**config.mk**
```make
export PLATFORM = sky130hd
export DESIGN_NAME = gpio_irq_status_enable
export DESIGN_NICKNAME = d
export VERILOG_FILES = /design/src/rtl/pin_event_pkg.sv /design/src/rtl/gpio_irq_status_enable.sv /design/src/rtl/pin_event_detect.sv
export SDC_FILE = /design/constraint.sdc
export NUM_CORES = 1
export LEC_CHECK = 0
export ABC_CLOCK_PERIOD_IN_PS = 7130
export BUFFER_PORTS_ARGS = -buffer_cell sky130_fd_sc_hd__buf_2
export CAP_MARGIN = 20
export CORE_MARGIN = 5
export CORE_UTILIZATION = 42
export CTS_CLUSTER_SIZE = 25
export DETAILED_ROUTE_END_ITERATION = 12
export PLACE_DENSITY = 0.58
export SYNTH_ARGS = -nofsm -noshare
export SYNTH_HDL_FRONTEND = slang
export SYNTH_SLANG_ARGS = --single-unit
```
**constraint.sdc**
```tcl
create_clock -name clk_sys -period 7.13 [get_ports clk_sys]
set_input_delay 0 -clock clk_sys [delete_from_list [all_inputs] [get_ports clk_sys]]
set_output_delay 0 -clock clk_sys [all_outputs]
set_load 0.02 [all_outputs]
```
**src/rtl/pin_event_pkg.sv**
```systemverilog
package pin_event_pkg;
	// bus geometry
	localparam int ADDR_W = 12;
	localparam int DATA_W = 32;
	localparam int PIN_COUNT = 30;
	localparam int EVT_BITS = 4;
	// register byte offsets
	localparam logic [ADDR_W-1:0] RAW_PINS_0_7_OFS = 12'h0f0;
	localparam logic [ADDR_W-1:0] RAW_PINS_8_15_OFS = 12'h0f4;
	localparam logic [ADDR_W-1:0] RAW_PINS_16_23_OFS = 12'h0f8;
	localparam logic [ADDR_W-1:0] RAW_PINS_24_29_OFS = 12'h0fc;
	localparam logic [ADDR_W-1:0] CPU0_ENABLE_0_7_OFS = 12'h100;
	localparam logic [ADDR_W-1:0] CPU0_FORCE_0_7_OFS = 12'h110;
	// bit positions inside one pin nibble
	localparam int NIB_RISE = 3;
	localparam int NIB_FALL = 2;
	localparam int NIB_HIGH = 1;
	localparam int NIB_LOW = 0;
	// edge bits of every nibble, the only clearable ones
	localparam logic [DATA_W-1:0] EDGE_BITS_MASK = 32'hcccccccc;
	// live bits of the last raw word, 31:24 read as zero
	localparam logic [DATA_W-1:0] RAW_LAST_MASK = 32'h00ffffff;
	// reset values
	localparam logic [DATA_W-1:0] ENABLE_RESET = 32'h00000000;
	localparam logic [DATA_W-1:0] FORCE_RESET = 32'h00000000;
	localparam logic [DATA_W-1:0] RDATA_RESET = 32'h00000000;
endpackage

```
**src/rtl/gpio_irq_status_enable.sv**
```systemverilog
`timescale 1ns/1ps
module gpio_irq_status_enable #(
	parameter int PINS = pin_event_pkg::PIN_COUNT
) (
	// clock and reset
	input wire logic clk_sys,
	input wire logic reset,
	// register port
	input wire logic [pin_event_pkg::ADDR_W-1:0] addr,
	input wire logic [pin_event_pkg::DATA_W-1:0] wr_data,
	input wire logic wr_en,
	input wire logic rd_en,
	output logic [pin_event_pkg::DATA_W-1:0] rd_data_q,
	// pads
	input wire logic [PINS-1:0] pin_level,
	// interrupt to processor 0
	output logic irq_cpu0_q
);
	import pin_event_pkg::*;

	localparam int RAW_W = EVT_BITS * PINS; // packed event width
	localparam int WORDS = 4; // raw status words
	localparam int ALL_W = WORDS * DATA_W; // padded event width

	// raw event vector from the detector
	logic [RAW_W-1:0] events;
	// events padded to four whole words
	logic [ALL_W-1:0] events_all;
	// clear requests, padded and trimmed
	logic [ALL_W-1:0] clr_all;
	logic [RAW_W-1:0] edge_clr;

	// enable and force words of processor 0
	logic [DATA_W-1:0] enable_q;
	logic [DATA_W-1:0] enable_d;
	logic [DATA_W-1:0] force_q;
	logic [DATA_W-1:0] force_d;

	// interrupt next value
	logic irq_d;

	// address decode strobes
	logic hit_raw0;
	logic hit_raw1;
	logic hit_raw2;
	logic hit_raw3;
	logic hit_en;
	logic hit_frc;

	// views of each raw word
	logic [DATA_W-1:0] raw0;
	logic [DATA_W-1:0] raw1;
	logic [DATA_W-1:0] raw2;
	logic [DATA_W-1:0] raw3;

	// read path
	logic [DATA_W-1:0] rd_mux;
	logic [DATA_W-1:0] rd_data_d;

	// edge bits only, clears never touch level bits
	function automatic logic [DATA_W-1:0] edge_only(input logic [DATA_W-1:0] w);
		edge_only = w & EDGE_BITS_MASK;
	endfunction

	// write-one-to-clear request for one raw word
	function automatic logic [DATA_W-1:0] clr_word(input logic hit, input logic we,
		input logic [DATA_W-1:0] w);
		clr_word = (hit && we) ? edge_only(w) : '0;
	endfunction

	// detector keeps the sticky edges and shows the live levels
	pin_event_detect #(
		.PINS(PINS)
	) u_detect (
		.clk_sys(clk_sys),
		.reset(reset),
		.pin_level(pin_level),
		.edge_clr(edge_clr),
		.events(events)
	);

	// padding above the last pin reads as zero
	assign events_all = {{(ALL_W-RAW_W){1'b0}}, events};

	// one word per eight pins, lowest pin in the lowest nibble
	assign raw0 = events_all[0*DATA_W +: DATA_W];
	assign raw1 = events_all[1*DATA_W +: DATA_W];
	assign raw2 = events_all[2*DATA_W +: DATA_W];
	assign raw3 = events_all[3*DATA_W +: DATA_W] & RAW_LAST_MASK;

	// address decode
	assign hit_raw0 = (addr == RAW_PINS_0_7_OFS);
	assign hit_raw1 = (addr == RAW_PINS_8_15_OFS);
	assign hit_raw2 = (addr == RAW_PINS_16_23_OFS);
	assign hit_raw3 = (addr == RAW_PINS_24_29_OFS);
	assign hit_en = (addr == CPU0_ENABLE_0_7_OFS);
	assign hit_frc = (addr == CPU0_FORCE_0_7_OFS);

	// writes to raw words clear edges only; level bits drop out
	assign clr_all = {
		clr_word(hit_raw3, wr_en, wr_data & RAW_LAST_MASK),
		clr_word(hit_raw2, wr_en, wr_data),
		clr_word(hit_raw1, wr_en, wr_data),
		clr_word(hit_raw0, wr_en, wr_data)
	};
	assign edge_clr = clr_all[RAW_W-1:0];

	// enable and force words take the whole write
	assign enable_d = (wr_en && hit_en) ? wr_data : enable_q;
	assign force_d = (wr_en && hit_frc) ? wr_data : force_q;

	// any enabled event of pins 0-7, raw or forced
	assign irq_d = |(enable_q & (raw0 | force_q));

	// read select, unmapped addresses read zero
	assign rd_mux = hit_raw0 ? raw0 :
		hit_raw1 ? raw1 :
		hit_raw2 ? raw2 :
		hit_raw3 ? raw3 :
		hit_en ? enable_q :
		hit_frc ? force_q :
		RDATA_RESET;

	// data stand only in the cycle after the read strobe
	assign rd_data_d = rd_en ? rd_mux : RDATA_RESET;

	// software-written words
	always_ff @(posedge clk_sys or posedge reset) begin
		if (reset) begin
			enable_q <= ENABLE_RESET;
			force_q <= FORCE_RESET;
		end else begin
			enable_q <= enable_d;
			force_q <= force_d;
		end
	end

	// registered outputs
	always_ff @(posedge clk_sys or posedge reset) begin
		if (reset) begin
			rd_data_q <= RDATA_RESET;
			irq_cpu0_q <= 1'b0;
		end else begin
			rd_data_q <= rd_data_d;
			irq_cpu0_q <= irq_d;
		end
	end
endmodule // gpio_irq_status_enable

```
**src/rtl/pin_event_detect.sv**
```systemverilog
`timescale 1ns/1ps
module pin_event_detect #(
	parameter int PINS = 30
) (
	// clock and reset
	input wire logic clk_sys,
	input wire logic reset,
	// pad levels and clear requests
	input wire logic [PINS-1:0] pin_level,
	input wire logic [4*PINS-1:0] edge_clr,
	// packed nibbles, rise/fall/high/low per pin
	output logic [4*PINS-1:0] events
);
	import pin_event_pkg::*;

	logic [PINS-1:0] prev_q; // level seen last cycle
	logic armed_q; // no edge until one sample exists
	logic [PINS-1:0] rise_q; // sticky rising edges
	logic [PINS-1:0] fall_q; // sticky falling edges
	logic [PINS-1:0] rise_d;
	logic [PINS-1:0] fall_d;
	logic [PINS-1:0] clr_rise;
	logic [PINS-1:0] clr_fall;

	// pick the clear bits out of the nibbles, pack status back in
	always_comb begin
		for (int p = 0; p < PINS; p++) begin
			clr_rise[p] = edge_clr[EVT_BITS*p+NIB_RISE];
			clr_fall[p] = edge_clr[EVT_BITS*p+NIB_FALL];
			events[EVT_BITS*p+NIB_RISE] = rise_q[p];
			events[EVT_BITS*p+NIB_FALL] = fall_q[p];
			events[EVT_BITS*p+NIB_HIGH] = pin_level[p];
			events[EVT_BITS*p+NIB_LOW] = ~pin_level[p];
		end
	end

	// a new edge wins over a clear in the same cycle
	assign rise_d = (rise_q & ~clr_rise) | ({PINS{armed_q}} & pin_level & ~prev_q);
	assign fall_d = (fall_q & ~clr_fall) | ({PINS{armed_q}} & ~pin_level & prev_q);

	// edge history and sticky flags
	always_ff @(posedge clk_sys or posedge reset) begin
		if (reset) begin
			prev_q <= '0;
			armed_q <= 1'b0;
			rise_q <= '0;
			fall_q <= '0;
		end else begin
			prev_q <= pin_level;
			armed_q <= 1'b1;
			rise_q <= rise_d;
			fall_q <= fall_d;
		end
	end
endmodule // pin_event_detect

```
==> key figures, run 1 <==
Power and ir drop
  – Power per cell area: 207.2 mW/mm^2
  – Pleak: between 4 and 5 nW
  – Max VDD drop: 159.0 uV

Placed design
  – GP Congestion: 0.8258
  – Count of input and output buffers: 110
  – DP Wirelength: 17.53 mm
  – Post-DP Area: 0.009403 sq mm
  – Pre-CTS WS: 4.189 ns
  – Inst Count DP: roughly 1,100

STA
  – Worst-Margin Slew: approximately 1.1 ns
  – Final WS setup: 4.662 ns
  – Final setup violation count: 0
  – TNS Setup: 0 ns
  – Final Cycle Share: 34.61%
  – Fin. Hold Viols: 0
  – Final min period: 2.468 ns
  – Pins Over Slew Limit: 0
  – Slew HR: 26.14%
  – RSZ-0062 raised after global routing: false
  – Clk_skew: 0.01202 ns
  – Achievable frequency: 405.2 MHz

Yosys
  – Most used DFF post-synth: dfrtp_1
  – Yosys reg bits: between 150 and 200
  – Fraction of registers with async set/reset: between 90% and 100%
  – Biggest area consumer among synthesized cells: dfrtp_1
  – Top post-synthesis cells by area: dfrtp_1 55%, mux2_2 9.9%, nand2_1 5.5%, a32o_1 3.7%, mux2i_1 3.7%
  – Gate Count Post-Synth: 773
  – Yosys Warn Count: 0
  – List of most frequent post-synthesis cells: 188 x dfrtp_1, 127 x nand2_1, 76 x mux2_2, 52 x o21ai_0
  – Most common cell in the netlist: dfrtp_1
  – Synthesized area per cell: 11.15 sq um
  – Synth Cell Area: 0.008622 sq mm
  – Mapped Nets: 851
  – Post-synth EDFFs: 0
  – Netlist cell types: between 40 and 50
  – Synth top area share: between 50 and 60%
  – Register area share after synthesis: 54.56%

Clock network
  – Worst-path clk slew: 0.07 ns
  – Post-cts sizing count: 0
  – CTS root buf: clkbuf_16
  – CTS tree: done
  – Clock insertion delay at the later pin of the skew report: 0.44 ns
  – Clock buffer count from CTS: 17
  – Max Buffers Root-to-Sink: 2
  – Post-CTS Setup Repair Bufs: 0
  – H-Tree Depth: 4
  – Cts-stage hold buffer count: 64
  – Clock sink total: ~190

Critical path
  – CP arrival: 2.78 ns
  – Critical Path End Type: register
  – Critical Path Slowest Stage Cell: or4b_1
  – CP Cell Sequence: buf_2 -> or4b_1 -> nor3_4 -> nand3_1 -> nor2_4 -> mux2_2
  – Max stage delay on crit path: about 0.90 ns
  – CP Launch Type: primary input
  – Critical Path RT: 7.45 ns
  – Setup CP Type: primary input to register
  – Crit path max fanout: 32

GRT
  – Largest net degree at the start of global routing: 140
  – First-pass GRT wire length: 42.31 mm
  – Global routing usage on met2: 36.19%
  – Gr busiest metal: met2
  – Initial antenna violation count: 0
  – Total global routing overflow: 0
  – Met3 GRT Util: 5.287%
  – Number of global-route vias before repair: between 7,000 and 8,000
  – M1 GR Usage: between 30% and 40%
  – GR Util All Layers: approximately a quarter

Layout
  – Non-Filler Instances: 1,218
  – FILL cells: between 1,500 and 2,000
  – Ant diodes: 0
  – Final core utilization: between 50% and 60%
  – Design area: 0.01065 sq mm
  – Final #Nets: 1,014
  – Area growth from synthesis to layout: 23.57%
  – Fraction of layout cells with a size suffix above 1: about 26%

Detailed routing
  – Via-to-Cell Ratio: 5.712
  – Vias: 6,957
  – Antenna Violating Nets Remaining: 0
  – DRC: 0
  – WL final: 27.15 mm
  – Pre-antenna DRT Iters: 6
  – Initial DRC Count: 764
  – WL/cell: 22.29 um

Floorplanning
  – Die Y: 153.3 um
  – Die area: 0.02349 sq mm
  – FP Rows: 52
  – I/O Pins: 111
  – Initial Util: 42.61%
  – Die X: 153.3 um
  – Core area: 0.02023 sq mm

Worst hold path
  – Type of the tightest min-delay check: primary input to register

Flow run
  – Max_cap viols: 0

Outcome
  – Status: complete, no violations
## per-layer routing
layer  wire [um]  up-vias
met2       12660      274
li1            -     3168
met1       12110     3479
met5           0        -
met4         458        0
met3        1926       36
## power breakdown
group	switching (mW)	internal, mW	leakage (nW)
registers	0.00758	1.08	2.24
clock network	0.409	0.542	0.277
logic	0.108	0.0626	2.21
## metrics by stage
| stage | hold slack [ns] | power (mW) |
|---|---|---|
| global route | 0.1169 | 2.286 |
| floorplan | 0.03143 | 1.173 |
| global placement | 0.1645 | 1.249 |
| finish | 0.1235 | 2.207 |
| CTS | 0.1029 | 2.226 |
| detailed placement | 0.1640 | 1.250 |
## worst max-delay path, delay by kind of cell
kind / cells / cell delay [ns]
multiplexers: 1 / 0.42
buffers and inverters: 1 / 0.12
AND/OR/NAND/NOR: 4 / 2.23
## cells by family after synthesis
logic type	Yosys count	share of synthesized area [%]
mux	109	13.90
buf+inv	77	4.005
simple gates	213	11.52
other cells	1	0.04349
flops	188	54.56
compound gates	185	15.96
## registers in the layout, summed over array words and instances, names as in the netlist
signal,count
u_detect.fall_q,30
u_detect.prev_q,30
force_q,32
rd_data_q,32
u_detect.armed_q,1
enable_q,32
irq_cpu0_q,1
u_detect.rise_q,30
## path summary, 6_finish.rpt
check | endpoint | slack, ns | startpoint | cells past startpoint
hold / removal | u_detect.rise_q[2] | 0.12 | wr_en | 4
max in group asynchronous | u_detect.rise_q[22] | 5.56 | reset | 4
min in group asynchronous | rd_data_q[19] | 0.35 | reset | 3
setup reg to reg | irq_cpu0_q | 5.26 | force_q[24] | 4
setup / recovery | enable_q[11] | 4.66 | addr[5] | 6
hold reg to reg | u_detect.rise_q[23] | 0.43 | u_detect.prev_q[23] | 1
## cell usage in the layout (no fill, tap or decap), types with 6 or more instances in the layout
cell type,instances
o22ai_1,16
a22oi_1,11
a222oi_1,7
nand2_1,127
buf_4,13
clkbuf_16,17
a32o_1,32
mux2_2,76
a21oi_1,11
nor3_1,16
nor2_1,27
o2bb2ai_1,30
mux2i_1,32
inv_1,30
dlygate4sd3_1,64
o21ai_0,52
dfrtp_1,187
buf_2,110
a22o_1,6
nand4_1,8
## layout make-up
class | count | area [sq um] | area share [%]
inverter | 32 | 127.6 | 1.198
sequential | 188 | 4706 | 44.17
timing repair buffer | 189 | 1311 | 12.31
tap | 270 | 337.8 | 3.171
clock buffer | 21 | 470.5 | 4.416
multi-input combinational | 508 | 3583 | 33.63
clock inverter | 10 | 117.6 | 1.104
No activity file was read; power rests on OpenSTA's default activity.
==> inputs of run 2 (changes only) <==
--- a/config.mk
+++ b/config.mk
@@ -5,7 +5,7 @@
 export SDC_FILE = /design/constraint.sdc
 export NUM_CORES = 1
 export LEC_CHECK = 0
-export ABC_CLOCK_PERIOD_IN_PS = 7130
+export ABC_CLOCK_PERIOD_IN_PS = 2400
 export BUFFER_PORTS_ARGS = -buffer_cell sky130_fd_sc_hd__buf_2
 export CAP_MARGIN = 20
 export CORE_MARGIN = 5
==> constraint.sdc (replaced) <==
create_clock -name clk_sys -period 2.4 [get_ports clk_sys]
set_input_delay 0 -clock clk_sys [delete_from_list [all_inputs] [get_ports clk_sys]]
set_output_delay 0 -clock clk_sys [all_outputs]
set_load 0.02 [all_outputs]
==> key figures, run 2 (synthesis gave the netlist of run 1 again) <==
Critical path
  – CP Launch Type: register
  – Reg-to-Reg Start: u_detect.rise_q[4]
  – Critical Path End Type: register
  – Crit path max fanout: 3 (-91%)
  – Critical Path RT: 2.69 ns (-4.76 ns)
  – CP arrival: 2.11 ns (-0.67 ns)
  – FF-to-FF path depth: 4 (unchanged)
  – R2R Path End: irq_cpu0_q
  – Max stage delay on crit path: 0.50 ns (-0.40 ns)
  – Crit-path leading delay family: simple AND/OR/NAND/NOR gates
  – Critical path depth in cells: 4 (-2)
  – Setup slack, reg-to-reg: 0.58 ns (-4.68 ns)
  – Critical Path Slowest Stage Cell: nor4_1
  – Buffers & Inverters on Critical Path: 0 (-1)
  – CP Cell Sequence: o21ai_0 -> nand4_1 -> nor4_1 -> nand2_1
  – Setup CP Type: register to register

Clock network
  – Clock insertion delay at the later pin of the skew report: 0.44 ns (about the same)
  – Worst-path clk slew: 0.07 ns (about the same)
  – CTS tree: done
  – Post-cts sizing count: 0 (unchanged)
  – H-Tree Depth: 4 (unchanged)
  – Max Buffers Root-to-Sink: 2 (unchanged)
  – Clock sink total: 188 (unchanged)
  – CTS root buf: clkbuf_16
  – Post-CTS Setup Repair Bufs: 0 (unchanged)
  – Clock buffer count from CTS: 17 (unchanged)

STA
  – RSZ-0062 raised after global routing: false
  – Clk_skew: 0.01104 ns (-0.0009790 ns)
  – Final Cycle Share: 75.71%
  – Worst-Margin Slew: 0.8238 ns (-0.2814 ns)
  – Final WS setup: 0.5829 ns (-4.079 ns)
  – Slew HR: 45.08% (+19 points)
  – Fin. Hold Viols: 0 (unchanged)
  – Final setup violation count: 0 (unchanged)
  – Pins Over Slew Limit: 0 (unchanged)
  – Achievable frequency: about 550 MHz
  – Final min period: 1.817 ns

Flow run
  – Max_cap viols: 0 (unchanged)

Floorplanning
  – Core area: 0.02023 sq mm (unchanged)
  – I/O Pins: 111 (unchanged)
  – Die X: 153.3 um (unchanged)
  – Die Y: 153.3 um (unchanged)
  – FP Rows: 52 (unchanged)
  – Initial Util: 42.61% (unchanged)
  – Die area: 0.02349 sq mm (unchanged)

Placed design
  – DP Wirelength: 18.72 mm (+6.8%)
  – Count of input and output buffers: 110 (unchanged)
  – Pre-CTS WS: 0.2661 ns (-3.923 ns)
  – GP Congestion: 0.8207 (-0.62%)
  – Inst Count DP: 1,144 (+2.1%)

GRT
  – Number of global-route vias before repair: 6,830 (-3.2%)
  – GR Util All Layers: 23.02% (-0.24 points)
  – Largest net degree at the start of global routing: 100 (-29%)
  – Total global routing overflow: 0 (unchanged)
  – Initial antenna violation count: 0 (unchanged)
  – First-pass GRT wire length: 41.79 mm (-1.2%)

Layout
  – Largest regs: enable_q x32, force_q x32, rd_data_q x32
  – Commonest non-fill, non-tap cells in the layout: 187 x dfrtp_1, 127 x nand2_1, 110 x buf_2
  – Storage element area: 0.004706 sq mm (unchanged)
  – Commonest non-fill, non-tap cell in the layout: dfrtp_1
  – Final #Nets: 1,035 (+2.1%)
  – Area occupied by multi-input gates: 0.003577 sq mm (-0.17%)
  – Area growth from synthesis to layout: 25.56%
  – Fraction of layout cells with a size suffix above 1: 27.53% (+1.7 points)
  – Non-Filler Instances: 1,240 (+1.8%)
  – Ant diodes: 0 (unchanged)
  – FILL cells: 1,794 (+0.96%)

Detailed routing
  – WL final: 26.93 mm (-0.81%)
  – WL/cell: 21.72 um (-2.6%)
  – DRC: 0 (unchanged)
  – Vias: 7,025 (+0.98%)
  – Initial DRC Count: 705 (-7.7%)
  – Pre-antenna DRT Iters: 7 (+1)
  – Via-to-Cell Ratio: 5.665 (-0.81%)
  – Antenna Violating Nets Remaining: 0 (unchanged)

Worst hold path
  – Hold Startpoint: addr[10]
  – Hold Path Depth: 4 (unchanged)
  – Type of the tightest min-delay check: primary input to register
  – Hold Path End: rd_data_q[20]

Power and ir drop
  – Pleak: 4.850 nW (+2.5%)
  – Power per cell area: 608.9 mW/mm^2 (+190%)
  – Total power: 6.591 mW (+200%)
  – Max VDD drop: 458.4 uV (+190%)

Outcome
  – Status: complete, no violations
==> run 2: how the worst max path moves through the flow <==
stage	from	endpoint	slack [ns]
floorplan	reset	enable_q[0]	-0.02
finish	u_detect.rise_q[4]	irq_cpu0_q	0.58
global route	force_q[24]	irq_cpu0_q	0.58
global placement	addr[5]	rd_data_q[24]	0.36
CTS	force_q[24]	irq_cpu0_q	0.65
detailed placement	addr[5]	rd_data_q[24]	0.27
==> run 2: final cells by class <==
class | instances | share of cell area, %
flip-flops and latches | 188 | 43.47
clock buffers | 19 | 4.092
multi-input cells | 508 | 33.04
clock inverters | 13 | 1.283
inverters | 32 | 1.144
repair buffers | 210 | 13.85
well taps | 270 | 3.121
==> run 2: repair_timing <==
item | CTS | global route
hold buffers | 64 | 0
setup endpoints to repair | 0 | 0
hold endpoints to repair | 357 | 0
==> run 2: metal layers <==
metal	vias to the layer above	GRT usage (%)	part of all wire [%]	wire length [um]
li1	3186	-	-	-
met1	3531	33.93	46	12400
met2	277	34.79	45	12150
met3	31	4.439	7.0	1898
met4	0	6.534	1.8	483
met5	-	0	0	0
==> run 2: through the flow <==
step | hold slack (ns) | utilization [%] | instance area [sq um] | TNS, ns
3_5_place_dp | 0.1596 | 47.46 | 9603 | 0
5_1_grt | 0.1760 | 53.50 | 10830 | 0
3_3_place_gp | 0.1592 | 47.46 | 9603 | 0
6_report | 0.1497 | 53.50 | 10830 | 0
2_1_floorplan | 0.03143 | - | 8626 | -3.851
4_1_cts | 0.1454 | 53.50 | 10830 | 0
==> run 2: worst reg2reg max path, stage by stage (launching register included) <==
cell and delay, ns:
dfrtp_1 0.40, o21ai_0 0.46, nand4_1 0.16, nor4_1 0.50, nand2_1 0.15
==> run 2: power breakdown <==
part	total (mW)	internal (mW)	switching (mW)	leakage, nW
clock network	2.85	1.57	1.27	0.290
registers	3.23	3.20	0.0226	2.24
logic	0.519	0.199	0.320	2.32
total	6.59	4.97	1.62	4.85
==> inputs of run 3 (changes only) <==
--- a/config.mk
+++ b/config.mk
@@ -5,7 +5,8 @@
 export SDC_FILE = /design/constraint.sdc
 export NUM_CORES = 1
 export LEC_CHECK = 0
-export ABC_CLOCK_PERIOD_IN_PS = 2400
+export ABC_AREA = 1
+export ABC_CLOCK_PERIOD_IN_PS = 1700
 export BUFFER_PORTS_ARGS = -buffer_cell sky130_fd_sc_hd__buf_2
 export CAP_MARGIN = 20
 export CORE_MARGIN = 5
==> constraint.sdc (replaced) <==
create_clock -name clk_sys -period 1.7 [get_ports clk_sys]
set_input_delay 0 -clock clk_sys [delete_from_list [all_inputs] [get_ports clk_sys]]
set_output_delay 0 -clock clk_sys [all_outputs]
set_load 0.02 [all_outputs]
==> key figures, run 3 <==
GRT
  – Number of global-route vias before repair: 7,697 (+13%)
  – First-pass GRT wire length: 42.76 mm (+2.3%)
  – GR Util All Layers: 23.39% (+0.37 points)
  – Largest net degree at the start of global routing: 63 (-37%)
  – Total global routing overflow: 0 (unchanged)
  – Initial antenna violation count: 0 (unchanged)

Worst hold path
  – Hold Path End: enable_q[7]
  – Hold Startpoint: wr_data[7]
  – Type of the tightest min-delay check: primary input to register
  – Hold Path Depth: 3 (-1)

Yosys
  – Netlist cell types: 35 (-29%)
  – Synth Cell Area: 0.008464 sq mm (-1.8%)
  – Mapped Nets: 1,068 (+25%)
  – Biggest area consumer among synthesized cells: dfrtp_1
  – Most used DFF post-synth: dfrtp_1
  – Fraction of registers with async set/reset: 100.0% (unchanged)
  – Register area share after synthesis: 55.58% (+1.0 points)
  – Synth top area share: 55.58% (+1.0 points)
  – List of most frequent post-synthesis cells: 249 x nand2_1, 188 x dfrtp_1, 153 x o21ai_0, 103 x inv_1, 72 x nand3_1
  – Most common cell in the netlist: nand2_1
  – Post-synth EDFFs: 0 (unchanged)
  – Yosys reg bits: 188 (unchanged)
  – Gate Count Post-Synth: 990 (+28%)
  – Yosys Warn Count: 0 (unchanged)
  – Synthesized area per cell: 8.550 sq um (-23%)
  – Top post-synthesis cells by area: dfrtp_1 56%, nand2_1 11%, o21ai_0 9.0%, inv_1 4.6%, nand3_1 4.3%

Power and ir drop
  – Sw power: 2.201 mW (+36%)
  – Gate power share: 6.4% (-1.5 points)
  – Sequential share of power: 48.8% (about the same)
  – Power Internal: 7.125 mW (+43%)
  – Max VDD drop: 578.5 uV (+26%)
  – Clock share of power: 44.8% (+1.6 points)
  – Pleak: 5.137 nW (+5.9%)
  – Power per cell area: 864.3 mW/mm^2 (+42%)
  – Switch share: 23.60% (-0.93 points)

Critical path
  – Crit path max fanout: 3 (unchanged)
  – Critical Path Slowest Stage Cell: dfrtp_1
  – Setup slack, reg-to-reg: 0.15 ns (-0.43 ns)
  – CP Cell Sequence: o21ai_0 -> o2111ai_1 -> nor4_1 -> buf_4 -> nand2_1
  – FF-to-FF path depth: 5 (+1)
  – Setup CP Type: register to register
  – Reg-to-Reg Start: u_detect.rise_q[2]
  – R2R Path End: irq_cpu0_q
  – CP Launch Type: register
  – Critical Path RT: 2.02 ns (-0.67 ns)
  – Max stage delay on crit path: 0.41 ns (-0.09 ns)
  – Critical Path End Type: register
  – CP arrival: 1.87 ns (-0.24 ns)

Clock network
  – Post-CTS Setup Repair Bufs: 0 (unchanged)
  – H-Tree Depth: 4 (unchanged)
  – Clock sink total: 188 (unchanged)
  – Worst-path clk slew: 0.07 ns (about the same)
  – CTS tree: done
  – Max Buffers Root-to-Sink: 2 (unchanged)
  – Clock insertion delay at the later pin of the skew report: 0.44 ns (about the same)
  – CTS root buf: clkbuf_16
  – Clock buffer count from CTS: 17 (unchanged)

STA
  – Final WS setup: 0.1503 ns (-0.4326 ns)
  – Clk_skew: 0.01018 ns (-0.0008555 ns)
  – RSZ-0062 raised after global routing: false
  – Slew HR: 65.37% (+20 points)
  – Worst-Margin Slew: 0.5184 ns (-0.3054 ns)
  – Achievable frequency: 645.3 MHz (+17%)
  – Pins Over Slew Limit: 0 (unchanged)
  – Final setup violation count: 0 (unchanged)
  – Fin. Hold Viols: 0 (unchanged)
  – Final Cycle Share: 91.16% (+15 points)
  – Final min period: 1.550 ns (-0.2674 ns)

Floorplanning
  – I/O Pins: 111 (unchanged)
  – Initial Util: 42.24% (-0.37 points)
  – Die X: 152.0 um (-0.86%)
  – Die Y: 152.0 um (-0.86%)
  – FP Rows: 52 (unchanged)
  – Core area: 0.02004 sq mm (-0.96%)
  – Die area: 0.02309 sq mm (-1.7%)

Placed design
  – Count of input and output buffers: 110 (unchanged)
  – GP Congestion: 0.9119 (+11%)
  – Inst Count DP: 1,363 (+19%)
  – DP Wirelength: 19.11 mm (+2.1%)
  – Pre-CTS WS: 0.07887 ns (-0.1872 ns)

Detailed routing
  – Antenna Violating Nets Remaining: 0 (unchanged)
  – WL final: 26.78 mm (-0.55%)
  – Initial DRC Count: 570 (-19%)
  – Pre-antenna DRT Iters: 5 (-2)
  – DRC: 0 (unchanged)
  – Vias: 7,659 (+9.0%)
  – WL/cell: 18.36 um (-15%)
  – Via-to-Cell Ratio: 5.249 (-7.3%)

Flow run
  – Max_cap viols: 0 (unchanged)

Layout
  – Final #Nets: 1,254 (+21%)
  – Largest regs: enable_q x32, force_q x32, rd_data_q x32
  – Commonest non-fill, non-tap cell in the layout: nand2_1
  – Fraction of layout cells with a size suffix above 1: 17.66% (-9.9 points)
  – FILL cells: 1,901 (+6.0%)
  – Commonest non-fill, non-tap cells in the layout: 249 x nand2_1, 188 x dfrtp_1, 153 x o21ai_0
  – Area growth from synthesis to layout: 27.48%
  – Non-Filler Instances: 1,459 (+18%)
  – Ant diodes: 0 (unchanged)

Outcome
  – Status: complete, no violations
## run 3: cell count changes after synthesis, sizes merged, moves of 19 or more
| cell | before | now |
|---|---|---|
| a32o | 32 | 0 |
| o21ai | 52 | 181 |
| o31ai | 0 | 30 |
| inv | 31 | 107 |
| nor3 | 21 | 2 |
| o2bb2ai | 30 | 0 |
| mux2i | 32 | 0 |
| nand2 | 127 | 255 |
| mux2 | 76 | 0 |
| nand3 | 5 | 72 |
## run 3: power by group through the flow
| stage | Combinational (mW) | Sequential [mW] | Clock (mW) |
|---|---|---|---|
| final | 0.598 | 4.55 | 4.18 |
| after global routing | 0.669 | 4.55 | 4.39 |
| after CTS | 0.606 | 4.55 | 4.22 |
| after detailed placement | 0.492 | 4.63 | 0 |
| after global placement | 0.491 | 4.63 | 0 |
| after floorplan | 0.212 | 4.63 | 0 |
## run 3: worst max path at each step
| stage | from | endpoint | slack [ns] | depth (start not counted) |
|---|---|---|---|---|
| 2_1_floorplan | reset | enable_q[0] | -0.72 | 1 |
| 3_3_place_gp | addr[9] | u_detect.fall_q[19] | 0.11 | 8 |
| 3_5_place_dp | addr[9] | u_detect.fall_q[19] | 0.08 | 8 |
| 4_1_cts | u_detect.rise_q[2] | irq_cpu0_q | 0.19 | 5 |
| 5_1_grt | u_detect.rise_q[3] | irq_cpu0_q | 0.11 | 5 |
| 6_report | u_detect.rise_q[2] | irq_cpu0_q | 0.15 | 5 |
## run 3: worst max-delay path, delay by kind of cell (launching register included)
family | cells | cell delay (ns)
buf+inv | 1 | 0.19
flops | 1 | 0.41
compound gates | 2 | 0.44
simple gates | 2 | 0.40
## run 3: per-layer routing
layer	share of wire, %	vias to the layer above	global-route usage, %
met5	0	-	0
met4	3.9	0	9.932
met3	4.5	62	4.152
met2	49	257	39.75
met1	42	3693	29.51
li1	-	3647	-
## run 3: area by class of cell
type / instances / area, sq um / area share [%]
timing repair buffer: 211 / 1569 / 14.54
inverter: 109 / 416.7 / 3.861
tap: 270 / 337.8 / 3.131
sequential: 188 / 4705 / 43.60
clock inverter: 12 / 161.4 / 1.496
clock buffer: 20 / 446.7 / 4.140
multi-input combinational: 649 / 3154 / 29.23
## run 3: kinds of logic (layout without fill, tap and decap cells)
family | Yosys count | count (layout) | share of synthesized area [%]
DFF | 188 | 188 | 55.58
and+or+nand+nor | 405 | 405 | 21.40
other | 1 | 1 | 0.04430
AOI/OAI and AO/OA | 243 | 243 | 15.82
buffers and inverters | 153 | 352 | 7.154
## run 3: per-stage QoR
| step | utilization, % | setup TNS (ns) | area [sq um] | power [mW] | hold WS [ns] |
|---|---|---|---|---|---|
| 2_1_floorplan | - | -135.45 | 8468 | 4.841 | 0.03143 |
| 3_3_place_gp | 47.61 | 0 | 9542 | 5.123 | 0.06121 |
| 3_5_place_dp | 47.61 | 0 | 9542 | 5.124 | 0.06588 |
| 4_1_cts | 53.85 | 0 | 10790 | 9.370 | 0.02402 |
| 5_1_grt | 53.85 | 0 | 10790 | 9.608 | 0.03510 |
| 6_report | 53.85 | 0 | 10790 | 9.326 | 0.01574 |
## run 3: repair_timing
| item | 4_1_cts | 5_1_grt |
|---|---|---|
| hold endpoints to repair | 184 | 0 |
| hold buffers | 64 | 0 |
| gates resized for setup | 0 | 0 |
